[src/dpc_regs.vh]
// Timing counts and widths for the dual-port memory host controller
`ifndef DPC_REGS_VH
`define DPC_REGS_VH
`define DPC_AW 12
`define DPC_DW 9
`define DPC_CLK_PS 5000
// Least address set-up before the strobe falls (ns), counted as cycles
`define DPC_T_AS_NS 0
// Least write pulse width (ns)
`define DPC_T_WP_NS 30
// Least driver turn-off time after strobe falls (ns)
`define DPC_T_WZ_NS 15
// Least data set-up before end of write (ns)
`define DPC_T_DW_NS 25
// Write recovery after strobe rises (ns)
`define DPC_T_WR_NS 2
// Address access time for a read (ns)
`define DPC_T_AA_NS 35
// Output enable access time (ns)
`define DPC_T_AOE_NS 20
// Output high-impedance time after enable rises (ns)
`define DPC_T_HZ_NS 15
// Cycles: least times round up, at least one
`define DPC_CYC(ns) ((((ns) * 1000 + `DPC_CLK_PS - 1) / `DPC_CLK_PS) < 1 ? 1 : \
  (((ns) * 1000 + `DPC_CLK_PS - 1) / `DPC_CLK_PS))
`endif

[src/dpc_host.v]
// Host-side controller driving one port of the asynchronous dual-port memory
`timescale 1ns/1ps
`include "dpc_regs.vh"

module dpc_host
(
  // Clock and reset
  input wire clk,
  input wire reset_n,
  // User request side
  input wire req_valid,
  input wire req_write,
  input wire [`DPC_AW-1:0] req_addr,
  input wire [`DPC_DW-1:0] req_wdata,
  output wire req_ready,
  output reg rsp_valid_r,
  output reg [`DPC_DW-1:0] rsp_rdata_r,
  // Memory port pins
  output reg [`DPC_AW-1:0] port_address_r,
  output reg write_strobe_n_r,
  output reg output_enable_n_r,
  input wire [`DPC_DW-1:0] port_data_lines_in,
  output reg [`DPC_DW-1:0] port_data_lines_out_r,
  output reg port_data_lines_oe_n_r
);

  // Sequencer states
  localparam [2:0] ST_IDLE = 3'd0;
  localparam [2:0] ST_WSETUP = 3'd1;
  localparam [2:0] ST_WPULSE = 3'd2;
  localparam [2:0] ST_WREC = 3'd3;
  localparam [2:0] ST_RACC = 3'd4;
  localparam [2:0] ST_RHZ = 3'd5;

  // Timing figures in whole clock cycles, rounded up
  localparam integer N_AS = `DPC_CYC(`DPC_T_AS_NS);
  localparam integer N_WZ = `DPC_CYC(`DPC_T_WZ_NS);
  localparam integer N_WP = `DPC_CYC(`DPC_T_WP_NS);
  localparam integer N_DW = `DPC_CYC(`DPC_T_DW_NS);
  localparam integer N_WR = `DPC_CYC(`DPC_T_WR_NS);
  localparam integer N_AA = `DPC_CYC(`DPC_T_AA_NS);
  localparam integer N_HZ = `DPC_CYC(`DPC_T_HZ_NS);
  localparam integer N_WZDW = N_WZ + N_DW;
  // Strobe low for larger of pulse width or turn-off plus set-up
  localparam integer N_WPULSE = (N_WP > N_WZDW) ? N_WP : N_WZDW;
  // Read capture waits access time plus sampler depth
  localparam integer N_RACC = N_AA + 3;

  // Counter load values, cut to the counter width
  localparam [7:0] C_AS = N_AS[7:0];
  localparam [7:0] C_WZ = N_WZ[7:0];
  localparam [7:0] C_WP = N_WPULSE[7:0];
  localparam [7:0] C_WR = N_WR[7:0];
  localparam [7:0] C_AA = N_RACC[7:0];
  localparam [7:0] C_HZ = N_HZ[7:0];
  // Pulse count at which the host starts driving write data
  localparam [7:0] C_DRIVE = C_WP - C_WZ + 8'd1;

  // Sequencer state and wait counter
  reg [2:0] state_r;
  reg [7:0] cnt_r;
  // Sampler stages for the data pins
  reg [`DPC_DW-1:0] sync1_r;
  reg [`DPC_DW-1:0] sync2_r;
  reg [`DPC_DW-1:0] sync3_r;

  // Pins read back once the last two sampler stages agree
  wire read_settled;
  assign read_settled = (sync2_r == sync3_r);

  // True on the last cycle of a counted wait
  function last_tick;
    input [7:0] count;
    begin
      last_tick = (count <= 8'd1);
    end
  endfunction

  // Accepts a request only while idle
  assign req_ready = (state_r == ST_IDLE);

  // Three-stage sampler for read data from the pins
  always @(posedge clk or negedge reset_n)
  begin
    if (!reset_n)
    begin
      sync1_r <= 9'h000;
      sync2_r <= 9'h000;
      sync3_r <= 9'h000;
    end
    else
    begin
      sync1_r <= port_data_lines_in;
      sync2_r <= sync1_r;
      sync3_r <= sync2_r;
    end
  end

  // Port sequencer: one request at a time, pins from flip-flops
  always @(posedge clk or negedge reset_n)
  begin
    if (!reset_n)
    begin
      // Pins idle: strobe and enables high, bus released
      state_r <= ST_IDLE;
      cnt_r <= 8'h00;
      port_address_r <= 12'h000;
      write_strobe_n_r <= 1'b1;
      output_enable_n_r <= 1'b1;
      port_data_lines_out_r <= 9'h000;
      port_data_lines_oe_n_r <= 1'b1;
      rsp_valid_r <= 1'b0;
      rsp_rdata_r <= 9'h000;
    end
    else
    begin
      // Response strobe lasts a single cycle
      rsp_valid_r <= 1'b0;
      case (state_r)
        // Wait for a request; pins are quiet here
        ST_IDLE:
        begin
          if (req_valid)
          begin
            // Address moves only while the strobe is high
            port_address_r <= req_addr;
            cnt_r <= req_write ? C_AS : C_AA;
            // One write at a time; same-word writes across ports are the user's to avoid
            port_data_lines_out_r <= req_wdata;
            // Enable stays high on writes so device drivers stay off
            output_enable_n_r <= req_write;
            state_r <= req_write ? ST_WSETUP : ST_RACC;
          end
        end
        // Address set-up before the strobe falls
        ST_WSETUP:
        begin
          if (last_tick(cnt_r))
          begin
            // Strobe falls; the device starts its store
            write_strobe_n_r <= 1'b0;
            cnt_r <= C_WP;
            state_r <= ST_WPULSE;
          end
          else
            cnt_r <= cnt_r - 8'd1;
        end
        // Strobe low; data joins the bus after turn-off time
        ST_WPULSE:
        begin
          // Drive data once device drivers have turned off
          if (cnt_r == C_DRIVE)
            port_data_lines_oe_n_r <= 1'b0;
          if (last_tick(cnt_r))
          begin
            // Data held across strobe rise, latched there
            write_strobe_n_r <= 1'b1;
            cnt_r <= C_WR;
            state_r <= ST_WREC;
          end
          else
            cnt_r <= cnt_r - 8'd1;
        end
        // Recovery: data held one more cycle past the strobe rise
        ST_WREC:
        begin
          if (last_tick(cnt_r))
          begin
            // Release the data pins and take the next request
            port_data_lines_oe_n_r <= 1'b1;
            state_r <= ST_IDLE;
          end
          else
            cnt_r <= cnt_r - 8'd1;
        end
        // Read: wait for access time and sampler depth
        ST_RACC:
        begin
          // Take the word at the last tick of the count if the sampler has settled,
          // and otherwise one cycle later
          if (last_tick(cnt_r) && (read_settled || cnt_r == 8'h00))
          begin
            rsp_rdata_r <= sync3_r;
            rsp_valid_r <= 1'b1;
            output_enable_n_r <= 1'b1;
            cnt_r <= C_HZ;
            state_r <= ST_RHZ;
          end
          else
            cnt_r <= cnt_r - 8'd1;
        end
        // Let device drivers float before the next request
        ST_RHZ:
        begin
          // Count out the float time
          if (last_tick(cnt_r))
            state_r <= ST_IDLE;
          else
            cnt_r <= cnt_r - 8'd1;
        end
        // Unused codes fall back to idle
        default:
          state_r <= ST_IDLE;
      endcase
    end
  end

endmodule // dpc_host

[config.mk]
export PLATFORM = sky130hd
export DESIGN_NAME = dpc_host
export DESIGN_NICKNAME = d
export VERILOG_FILES = /design/src/dpc_host.v
export VERILOG_INCLUDE_DIRS = /design/src
export SDC_FILE = /design/constraint.sdc
export NUM_CORES = 1
export LEC_CHECK = 0
export BUFFER_PORTS_ARGS = -buffer_cell sky130_fd_sc_hd__buf_2
export CAP_MARGIN = 20
export CORE_AREA = 2 2 103 105
export CTS_CLUSTER_SIZE = 25
export DETAILED_ROUTE_END_ITERATION = 8
export DIE_AREA = 0 0 105 107
export PLACE_DENSITY = 0.47
export SLEW_MARGIN = 30
export SYNTH_ARGS = -nofsm -noshare
export SYNTH_HDL_FRONTEND = slang
export SYNTH_SLANG_ARGS = --single-unit
export TNS_END_PERCENT = 30
[constraint.sdc]
create_clock -name clk -period 2.55 [get_ports clk]
set_input_delay 0.3825 -clock clk [delete_from_list [all_inputs] [get_ports clk]]
set_output_delay 0.3825 -clock clk [all_outputs]
set_load 0.01 [all_outputs]
==> Word level (Yosys, flattened, before mapping) <==
Index checks and enable logic that the tools add are counted.
{ "word_totals": {"in_bits": 34, "out_inout_bits": 35, "register_bits": 72} }
{ "classes": {"eq_ne": 15, "n_reduce_logical": 16, "n_addsub": 1, "magnitude_cmp": 1, "muxes": 24} }
{ "op_table": {"columns": ["cell", "n"], "rows": [
  ["$mux 8", 5],
  ["$pmux 8 s5", 1],
  ["$mux 3", 6],
  ["$pmux 3 s5", 1],
  ["$ne 2x2->1 const B", 7],
  ["$reduce_and 3->1", 4],
  ["$eq 9x9->1", 1],
  ["$eq 8x3->1 const B", 1],
  ["$le 8x1->1 const B", 1],
  ["$logic_not 8->1", 1],
  ["$sub 8x1->8 const B", 1],
  ["$mux 1", 7],
  ["$eq 3x2->1 const B", 2],
  ["$eq 3x3->1 const B", 2],
  ["$pmux 1 s2", 3],
  ["$reduce_bool 2->1", 3],
  ["$reduce_and 5->1", 1],
  ["$reduce_bool 5->1", 1],
  ["$mux 4", 1],
  ["$reduce_and 2->1", 2],
  ["$eq 3x1->1 const B", 1],
  ["$logic_not 3->1", 1],
  ["$ne 2x1->1 const B", 1],
  ["$reduce_or 2->1", 1],
  ["2 further kinds", 2]
]} }

==> Logic depth before layout (Yosys ltp) <==
Gate-level depths: netlist of run 1.
{ "logic_depth": {"word_depth": 5, "mapped_depth": 8} }

==> Worst setup path before layout of run 1 <==
Ideal clock, no wire load.
{ "synth_timing": {"path_type": "register to register", "from": "register cnt_r[3]", "to": "register rsp_rdata_r[0]", "path_buffers": 1, "required_time_ns": 2.425, "arrival_time_ns": 2.063, "slack_ns": 0.362, "setup_ns": 0.125, "stages_incl_launch_ff": 7, "path_cell_list": "dfrtp_1 -> or4_4 -> nor3_4 -> nand4_2 -> a21oi_2 -> buf_6 -> mux2_4"} }
{ "synth_via": {"elab_chain_cells": 4} }
{ "synth_rtl": {"columns": ["element", "line_no", "text"], "rows": [
  ["start: declaration", "dpc_host.v:61", "reg [7:0] cnt_r;"],
  ["start signal: assignment", "dpc_host.v:127", "cnt_r <= req_write ? C_AS : C_AA;"],
  ["start signal: assignment", "dpc_host.v:146", "cnt_r <= cnt_r - 8'd1;"],
  ["start signal: assignment", "dpc_host.v:162", "cnt_r <= cnt_r - 8'd1;"],
  ["parallel branches: the longest is 2 deep, another holds $le 8x1->1", null, null],
  ["$logic_and 1x1->1 (*)", "dpc_host.v:181", "if (last_tick(cnt_r) && (read_settled || cnt_r == 8'h00))"],
  ["$reduce_and 2->1 (no source line) (*)", null, null],
  ["end signal: assignment", "dpc_host.v:183", "rsp_rdata_r <= sync3_r;"],
  ["end: declaration", "dpc_host.v:17", "output reg [`DPC_DW-1:0] rsp_rdata_r,"]
]} }
Mark *: on every way between the ends.
A chain may end at the register's enable or synchronous reset.

==> Worst setup path in the final report of run 1 <==
{ "layout_timing": {"from": "register cnt_r[0]", "to": "register cnt_r[3]"} }
{ "layout_via": {"elab_chain_cells": 5} }
{ "layout_rtl": {"columns": ["element"], "rows": [
  ["parallel branches: the longest is 5 deep, another holds $le 8x1->1"]
]} }
Several ways; the timed one is not identified. The select of a mux whose other input is x is not followed.

==> results.py, run 1 <==
metrics = {
    "status": {
        "status": "finished, final reports clean",
    },
    "worst_hold_path": {
        "hp-class": "in2async",
    },
    "floorplan": {
        "initial_core_util_pct": 29.5,
        "fp-row-count": 37,
        "core_um2": 10100,
        "io_pins": 69,
        "die_area_um2": 11200,
        "die_width_um": 105,
        "die-height_um": 107,
    },
    "cts": {
        "cts_tree": "done",
        "cts_sinks": 72,
        "cts.clk_slew.worst_paths_ns": 0.07,
        "cts_buffers": 9,
        "clkLatencyLatePin_ns": 0.34,
        "cts_root_buf": "clkbuf_8",
        "clockBufferDepth": 2,
        "cts-hold-fix-buffers": 0,
        "htreeDepth": 3,
        "cts_repair_resize_count": 0,
        "cts_setup_buffers": 0,
    },
    "logic_synthesis": {
        "synth-seq-cells": 72,
        "seq_area_frac_synth_pct": 60.7,
        "post_synth.cell_area_avg_um2": 13.5,
        "syn_nets": 257,
        "syn_area_um2": 2970,
        "yosys_warnings": 0,
        "synthArstFlopShare_pct": 100,
        "yosysTopAreaCell": "dfrtp_1",
        "synth_cells": 220,
        "synthDistinctLibCells": 52,
        "yosysTopAreaCellShare_pct": 58.1,
        "synth-main-ff-cell": "dfrtp_1",
        "synth_top_cells_by_area": "dfrtp_1 58%, mux2_2 8.3%, mux2_4 4.0%, dfstp_2 2.7%, xor2_1 2.7%",
        "synth_edf_count": 0,
    },
    "pwr": {
        "power_density_nw_per_um2": 1090,
        "peakVddDrop_uv": 315,
        "p_leak_uw": 0.00169,
    },
    "critical_path": {
        "r2r_start": "cnt_r[0]$_DFFE_PN0P_",
        "worstPathMaxFanout": 6,
        "worstSetupPathType": "reg2reg",
        "reg2reg_depth": 8,
        "r2r-end": "cnt_r[3]$_DFFE_PN0P_",
        "critPathCaptureType": "register",
        "required_ns": 2.78,
        "arrival_ns": 2.49,
        "rrSetupSlack_ns": 0.28,
        "start_kind": "register",
    },
    "global_route": {
        "grt_pass1_vias": 1913,
        "grt_first_pass_wirelength_mm": 9.52,
        "grt_util_all_layers_pct": 10.9,
        "grt_overflow": 0,
        "grt_max_degree": 73,
        "antenna_found_initial": 0,
    },
    "routing": {
        "vias": 1929,
        "drc_errors": 0,
        "wl_mm": 5.80,
        "via_per_inst": 4.42,
        "drt_pass1_iterations": 6,
        "ant_nets": 0,
        "wl_per_cell_um": 13.3,
        "first_iter_violations": 73,
    },
    "layout": {
        "layout-drive-gt1-share_pct": 44.3,
        "syn2layout_area_growth_pct": 24.3,
        "final_nets": 333,
        "num_antenna_cells": 0,
        "final_cell_mix": "69 x dfrtp_1, 67 x buf_2, 22 x mux2_2",
        "layout_commonest_cell": "dfrtp_1",
        "final_cell_count_no_fill": 436,
    },
    "sta": {
        "max_freq_ghz": 0.441,
        "final-hold-violation-count": 0,
        "timing.slew.headroom_pct": 56.0,
        "drv_slew": 0,
        "final-setup-viol-count": 0,
        "worst_pin_slew_ns": 0.660,
        "min_period_ns": 2.27,
        "fin_crit_sh_pct": 88.9,
        "setup-tns-final_ns": 0,
        "grt_setup_unrepaired": "no",
        "skew_ns": 0.0113,
    },
    "placement": {
        "io_buffers": 68,
        "dpl.cell_count": 421,
        "gp_congestion": 0.795,
        "place_hpwl_mm": 3.95,
    },
    "flow_run": {
        "maxCapViolations": 0,
    },
}
sequential cells by signal, summed over array words and instances (netlist names):
register                cells
port_address_r             12
port_data_lines_out_r       9
rsp_rdata_r                 9
sync1_r                     9
sync2_r                     9
sync3_r                     9
cnt_r                       8
state_r                     3
output_enable_n_r           1
port_data_lines_oe_n_r      1
rsp_valid_r                 1
write_strobe_n_r            1
Yosys cell counts, drive strengths merged, types with 5 or more instances:
library cell  instances
o31ai                 5
xor2                  9
nor2                 10
nor3                  6
nand2                14
mux2                 30
buf                   7
dfrtp                69
a21oi                 8
inv                   7
cell families after synthesis:
family,share of synthesized area [%]
DFF,60.7
and+or+nand+nor,9.98
AOI/OAI and AO/OA,8.80
xor gates and xnor gates,3.24
muxes,12.7
buffers and inverters,3.28
adders and majority gates,1.26
power by group:
group	switching [µW]	total, µW	internal, µW
Combinational	646	1300	656
Clock	422	994	572
Sequential	247	1720	1480
Total	1320	4020	2710
stage by stage:
stage | instance area (µm²) | setup slack [ns] | power, µW | hold WS (ns) | util [%]
finish | 3690 | 0.283 | 4020 | 0.0408 | 36.6
global placement | 3470 | 0.261 | 3060 | 0.331 | 34.4
global route | 3690 | 0.101 | 4300 | 0.0831 | 36.6
CTS | 3690 | 0.271 | 4090 | 0.123 | 36.6
detailed placement | 3470 | 0.306 | 3070 | 0.335 | 34.4
floorplan | 2970 | 0.362 | 2610 | 0.0869 | -
metal layers:
| metal | vias up | share of wire, % | GRT usage [%] |
|---|---|---|---|
| met5 | - | 0 | 0 |
| met4 | 0 | 1.3 | 4.48 |
| met3 | 6 | 4.6 | 3.47 |
| met2 | 44 | 47 | 15.8 |
| met1 | 942 | 47 | 15.0 |
| li1 | 937 | - | - |
how the worst max path moves through the flow:
stage | slack [ns] | from | depth (start not counted) | end
6_report | 0.28 | cnt_r[0]$_DFFE_PN0P_ | 8 | cnt_r[3]$_DFFE_PN0P_
5_1_grt | 0.10 | cnt_r[0]$_DFFE_PN0P_ | 8 | cnt_r[3]$_DFFE_PN0P_
4_1_cts | 0.27 | cnt_r[0]$_DFFE_PN0P_ | 8 | cnt_r[3]$_DFFE_PN0P_
3_5_place_dp | 0.31 | cnt_r[3]$_DFFE_PN0P_ | 5 | cnt_r[2]$_DFFE_PN0P_
3_3_place_gp | 0.26 | cnt_r[0]$_DFFE_PN0P_ | 8 | cnt_r[3]$_DFFE_PN0P_
2_1_floorplan | 0.36 | cnt_r[3]$_DFFE_PN0P_ | 6 | rsp_rdata_r[0]$_DFFE_PN0P_
layout make-up:
cell class                 count  area, µm²
sequential                    72       1810
timing repair buffer          74        404
tap                          136        170
inverter                       7       26.3
clock inverter                 5       81.3
multi-input combinational    132       1070
clock buffer                  10        138
fill                        1041       6400
worst max-delay path: stages (launching register included):
cell     delay [ns]
dfrtp_1        0.44
inv_1          0.10
ha_1           0.22
nor2_1         0.31
nor3_4         0.08
buf_4          0.17
o31ai_1        0.33
o31ai_1        0.13
o41ai_1        0.37
Note: power is estimated with default switching activity, not from simulation.
==> inputs of run 2 (changes only) <==
==> constraint.sdc (replaced) <==
create_clock -name clk -period 2.55 [get_ports clk]
set_input_delay 0.1275 -clock clk [delete_from_list [all_inputs] [get_ports clk]]
set_output_delay 0.1275 -clock clk [all_outputs]
set_load 0.01 [all_outputs]
==> results.py, run 2 (synthesis results as in run 1) <==
metrics = {
    "layout": {
        "syn2layout_area_growth_pct": 32.0,
        "layout_commonest_cell": "dfrtp_1",
        "num_antenna_cells": 0,
        "final_cell_count_no_fill": 459,
        "final_nets": 356,
        "final_cell_mix": "69 x dfrtp_1, 67 x buf_2, 23 x dlygate4sd3_1",
        "layout-drive-gt1-share_pct": 41.2,
        "largest-register": "port_address_r",
        "largest_reg_flops": 12,
    },
    "pwr": {
        "peakVddDrop_uv": 316,
        "power_density_nw_per_um2": 1030,
        "p_leak_uw": 0.00179,
    },
    "critical_path": {
        "critPathCaptureType": "register",
        "arrival_ns": 2.50,
        "required_ns": 2.78,
        "worstPathMaxFanout": 6,
        "start_kind": "register",
        "worstSetupPathType": "reg2reg",
    },
    "placement": {
        "place_hpwl_mm": 3.95,
        "dpl.cell_count": 421,
        "gp_congestion": 0.795,
        "io_buffers": 68,
    },
    "cts": {
        "cts_root_buf": "clkbuf_8",
        "htreeDepth": 3,
        "cts_setup_buffers": 0,
        "clkLatencyLatePin_ns": 0.34,
        "cts_sinks": 72,
        "cts_tree": "done",
        "clockBufferDepth": 2,
        "cts_buffers": 9,
        "cts.clk_slew.worst_paths_ns": 0.08,
    },
    "sta": {
        "whs_ns": 0.0151,
        "final-setup-viol-count": 0,
        "max_freq_ghz": 0.440,
        "timing.slew.headroom_pct": 56.6,
        "skew_ns": 0.0126,
        "grt_setup_unrepaired": "no",
        "min_period_ns": 2.28,
        "worst_pin_slew_ns": 0.652,
        "setup-tns-final_ns": 0,
        "final-hold-violation-count": 0,
        "fin_crit_sh_pct": 89.2,
        "drv_slew": 0,
    },
    "floorplan": {
        "die_width_um": 105,
        "die-height_um": 107,
        "core_um2": 10100,
        "fp-row-count": 37,
        "die_area_um2": 11200,
        "io_pins": 69,
        "initial_core_util_pct": 29.5,
    },
    "routing": {
        "wl_mm": 5.97,
        "ant_nets": 0,
        "drt_pass1_iterations": 4,
        "first_iter_violations": 85,
        "via_per_inst": 4.42,
        "vias": 2031,
        "drc_errors": 0,
        "wl_per_cell_um": 13.0,
    },
    "global_route": {
        "grt_overflow": 0,
        "antenna_found_initial": 0,
        "grt_first_pass_wirelength_mm": 10.0,
        "grt_util_all_layers_pct": 11.3,
        "grt_pass1_vias": 2052,
        "grt_max_degree": 73,
    },
    "status": {
        "status": "finished, final reports clean",
    },
    "flow_run": {
        "maxCapViolations": 0,
    },
    "worst_hold_path": {
        "hp-class": "in2reg",
    },
}
==> run 2: changes by cell type in the layout (fill, tap and decap cells not counted), sizes merged <==
cell,previous run,this run
dlygate4sd3,0,23
==> run 2: where the power goes <==
part / internal [µW] / switching (µW) / total (µW) / leakage [µW]
Sequential: 1480 / 247 / 1730 / 0.000868
Clock: 572 / 422 / 994 / 0.000108
Combinational: 679 / 655 / 1330 / 0.000815
Total: 2730 / 1320 / 4050 / 0.00179
==> run 2: metrics by stage <==
stage               worst slack [ns]  total power, µW  cell area (µm²)  util, %
floorplan                      0.362             2610             2970        -
global placement               0.261             3060             3470     34.4
detailed placement             0.306             3070             3470     34.4
CTS                            0.271             4120             3920     38.9
global route                   0.101             4340             3930     38.9
finish                         0.275             4050             3930     38.9
==> run 2: worst paths after layout <==
check | from | end | slack [ns] | depth (start not counted)
worst max-delay path | cnt_r[0]$_DFFE_PN0P_ | cnt_r[3]$_DFFE_PN0P_ | 0.27 | 8
worst min-delay path | req_addr[4] | port_address_r[4]$_DFFE_PN0P_ | 0.02 | 2
worst max register to register | cnt_r[0]$_DFFE_PN0P_ | cnt_r[3]$_DFFE_PN0P_ | 0.27 | 8
worst min register to register | sync1_r[1]$_DFF_PN0_ | sync2_r[1]$_DFF_PN0_ | 0.35 | 0
max in group asynchronous | reset_n | rsp_valid_r$_DFF_PN0_ | 1.73 | 2
min in group asynchronous | reset_n | sync1_r[0]$_DFF_PN0_ | 0.35 | 2
==> run 2: repair_timing <==
item	in CTS	in global routing
setup endpoints to repair	0	0
hold buffers	23	0
endpoints found under the hold margin	91	0
resized for setup	0	0
==> run 2: layer usage <==
| metal | track usage (%) | up-vias | wire, µm |
|---|---|---|---|
| li1 | - | 980 | - |
| met1 | 15.1 | 1011 | 2820 |
| met2 | 17.1 | 34 | 2850 |
| met3 | 3.47 | 6 | 225 |
| met4 | 4.48 | 0 | 77 |
| met5 | 0 | - | 0 |
==> run 2: layout make-up <==
class | count | area [µm²]
flip-flops and latches | 72 | 1810
fillers | 1026 | 6170
inverters | 7 | 26.3
well taps | 136 | 170
clock buffers | 10 | 138
clock inverters | 5 | 81.3
multi-input cells | 132 | 1070
repair buffers | 97 | 634
==> run 2: worst max-delay path: stages, from the launching register on <==
cell and delay (ns):
dfrtp_1 0.44, inv_1 0.10, ha_1 0.22, nor2_1 0.32
nor3_4 0.08, buf_4 0.17, o31ai_1 0.33, o31ai_1 0.13
o41ai_1 0.37
==> inputs of run 3 (changes only) <==
--- a/config.mk
+++ b/config.mk
@@ -6,7 +6,7 @@
 export SDC_FILE = /design/constraint.sdc
 export NUM_CORES = 1
 export LEC_CHECK = 0
-export BUFFER_PORTS_ARGS = -buffer_cell sky130_fd_sc_hd__buf_2
+export BUFFER_PORTS_ARGS = -buffer_cell sky130_fd_sc_hd__buf_4
 export CAP_MARGIN = 20
 export CORE_AREA = 2 2 103 105
 export CTS_CLUSTER_SIZE = 25
==> results.py, run 3 (synthesis results as in run 1) <==
metrics = {
    "status": {
        "status": "finished, final reports clean",
    },
    "routing": {
        "first_iter_violations": 90,
        "vias": 2068,
        "wl_mm": 6.08,
        "ant_nets": 0,
        "drc_errors": 0,
        "wl_per_cell_um": 13.2,
        "via_per_inst": 4.50,
        "drt_pass1_iterations": 4,
    },
    "sta": {
        "grt_setup_unrepaired": "no",
        "min_period_ns": 2.27,
        "fin_crit_sh_pct": 89.2,
        "max_freq_ghz": 0.440,
        "worst_pin_slew_ns": 0.659,
        "drv_slew": 0,
        "final-hold-violation-count": 0,
        "final-setup-viol-count": 0,
        "setup-tns-final_ns": 0,
        "timing.slew.headroom_pct": 56.1,
        "skew_ns": 0.00977,
    },
    "floorplan": {
        "die_area_um2": 11200,
        "die_width_um": 105,
        "initial_core_util_pct": 29.5,
        "io_pins": 69,
        "core_um2": 10100,
        "die-height_um": 107,
        "fp-row-count": 37,
    },
    "pwr": {
        "power_density_nw_per_um2": 1030,
        "p_comb_share_pct": 35.3,
        "p_sw_uw": 1350,
        "clkPwrFrac_pct": 23.3,
        "total_power_uw": 4200,
        "p_int_uw": 2850,
        "seqPwrFrac_pct": 41.4,
        "peakVddDrop_uv": 369,
        "p_leak_uw": 0.00183,
        "swShare_pct": 32.1,
    },
    "worst_hold_path": {
        "hp-class": "in2reg",
    },
    "cts": {
        "cts_tree": "done",
        "cts_root_buf": "clkbuf_8",
        "clkLatencyLatePin_ns": 0.34,
        "cts_buffers": 9,
        "cts-hold-fix-buffers": 21,
        "cts_repair_resize_count": 0,
        "cts.clk_slew.worst_paths_ns": 0.08,
        "cts_sinks": 72,
        "htreeDepth": 3,
        "cts_setup_buffers": 0,
        "clockBufferDepth": 2,
    },
    "layout": {
        "layout_commonest_cell": "buf_4",
        "syn2layout_area_growth_pct": 37.5,
        "final_nets": 356,
        "fin_util_pct": 40.5,
        "nFillCells": 998,
        "num_antenna_cells": 0,
        "largest-register": "port_address_r",
        "layout-drive-gt1-share_pct": 40.7,
        "final_cell_mix": "72 x buf_4, 69 x dfrtp_1, 23 x dlygate4sd3_1",
        "largest_reg_flops": 12,
    },
    "critical_path": {
        "arrival_ns": 2.50,
        "required_ns": 2.77,
        "critPathCaptureType": "register",
        "worstSetupPathType": "reg2reg",
        "start_kind": "register",
        "worstPathMaxFanout": 6,
    },
    "global_route": {
        "antenna_found_initial": 0,
        "grt_overflow": 0,
        "grt_util_all_layers_pct": 11.2,
        "grt_first_pass_wirelength_mm": 9.89,
        "grt_max_degree": 73,
        "grt_pass1_vias": 2058,
    },
    "placement": {
        "place_hpwl_mm": 3.99,
        "io_buffers": 68,
        "gp_congestion": 0.804,
    },
    "flow_run": {
        "maxCapViolations": 0,
    },
}
-- run 3: changes by cell type in the layout (fill, tap and decap cells not counted) --
cell	delta
clkbuf_8	-1
buf_2	-67
buf_4	+67
clkbuf_1	+2
-- run 3: layout make-up --
class                      count  area (µm²)  area share (%)
clock inverter                 5        81.3            1.99
inverter                       7        26.3           0.643
clock buffer                  11         131            3.21
multi-input combinational    132        1070            26.2
sequential                    72        1810            44.2
timing repair buffer          97         802            19.6
tap                          136         170            4.16
-- run 3: worst paths after layout --
path	startpoint	to	slack [ns]	cells past startpoint
setup / recovery	cnt_r[0]$_DFFE_PN0P_	cnt_r[3]$_DFFE_PN0P_	0.28	8
hold / removal	req_addr[11]	port_address_r[11]$_DFFE_PN0P_	0.02	2
setup reg to reg	cnt_r[0]$_DFFE_PN0P_	cnt_r[3]$_DFFE_PN0P_	0.28	8
hold reg to reg	sync1_r[6]$_DFF_PN0_	sync2_r[6]$_DFF_PN0_	0.35	0
max in group asynchronous	reset_n	cnt_r[5]$_DFFE_PN0P_	1.71	2
min in group asynchronous	reset_n	sync1_r[5]$_DFF_PN0_	0.36	2
-- run 3: power by group through the flow --
stage                     Clock (µW)  Sequential (µW)  Combinational, µW
after floorplan                    0             1800                811
after global placement             0             1760               1460
after detailed placement           0             1760               1470
after CTS                       1020             1740               1500
after global routing            1080             1790               1620
final                            980             1740               1480
-- run 3: critical path: stages, from the launching register on --
cell and delay, ns:
dfrtp_1 0.43, inv_1 0.11, ha_1 0.22, nor2_1 0.28, nor3_4 0.08, buf_4 0.17
o31ai_1 0.37, o31ai_1 0.14, o41ai_1 0.37
-- run 3: routing by layer --
metal	part of all wire, %	track usage, %
met1	46	14.4
met2	49	17.9
met3	4.1	3.28
met4	1.2	4.57
met5	0	0
-- run 3: stage by stage --
stage	cell area (µm²)	hold WS (ns)	worst slack, ns	instances
after detailed placement	3640	0.238	0.287	421
after global placement	3640	0.236	0.276	421
after global routing	4090	0.00497	0.0872	460
after CTS	4060	0.000645	0.284	458
final	4090	0.0207	0.276	460
after floorplan	2970	-0.168	0.362	220
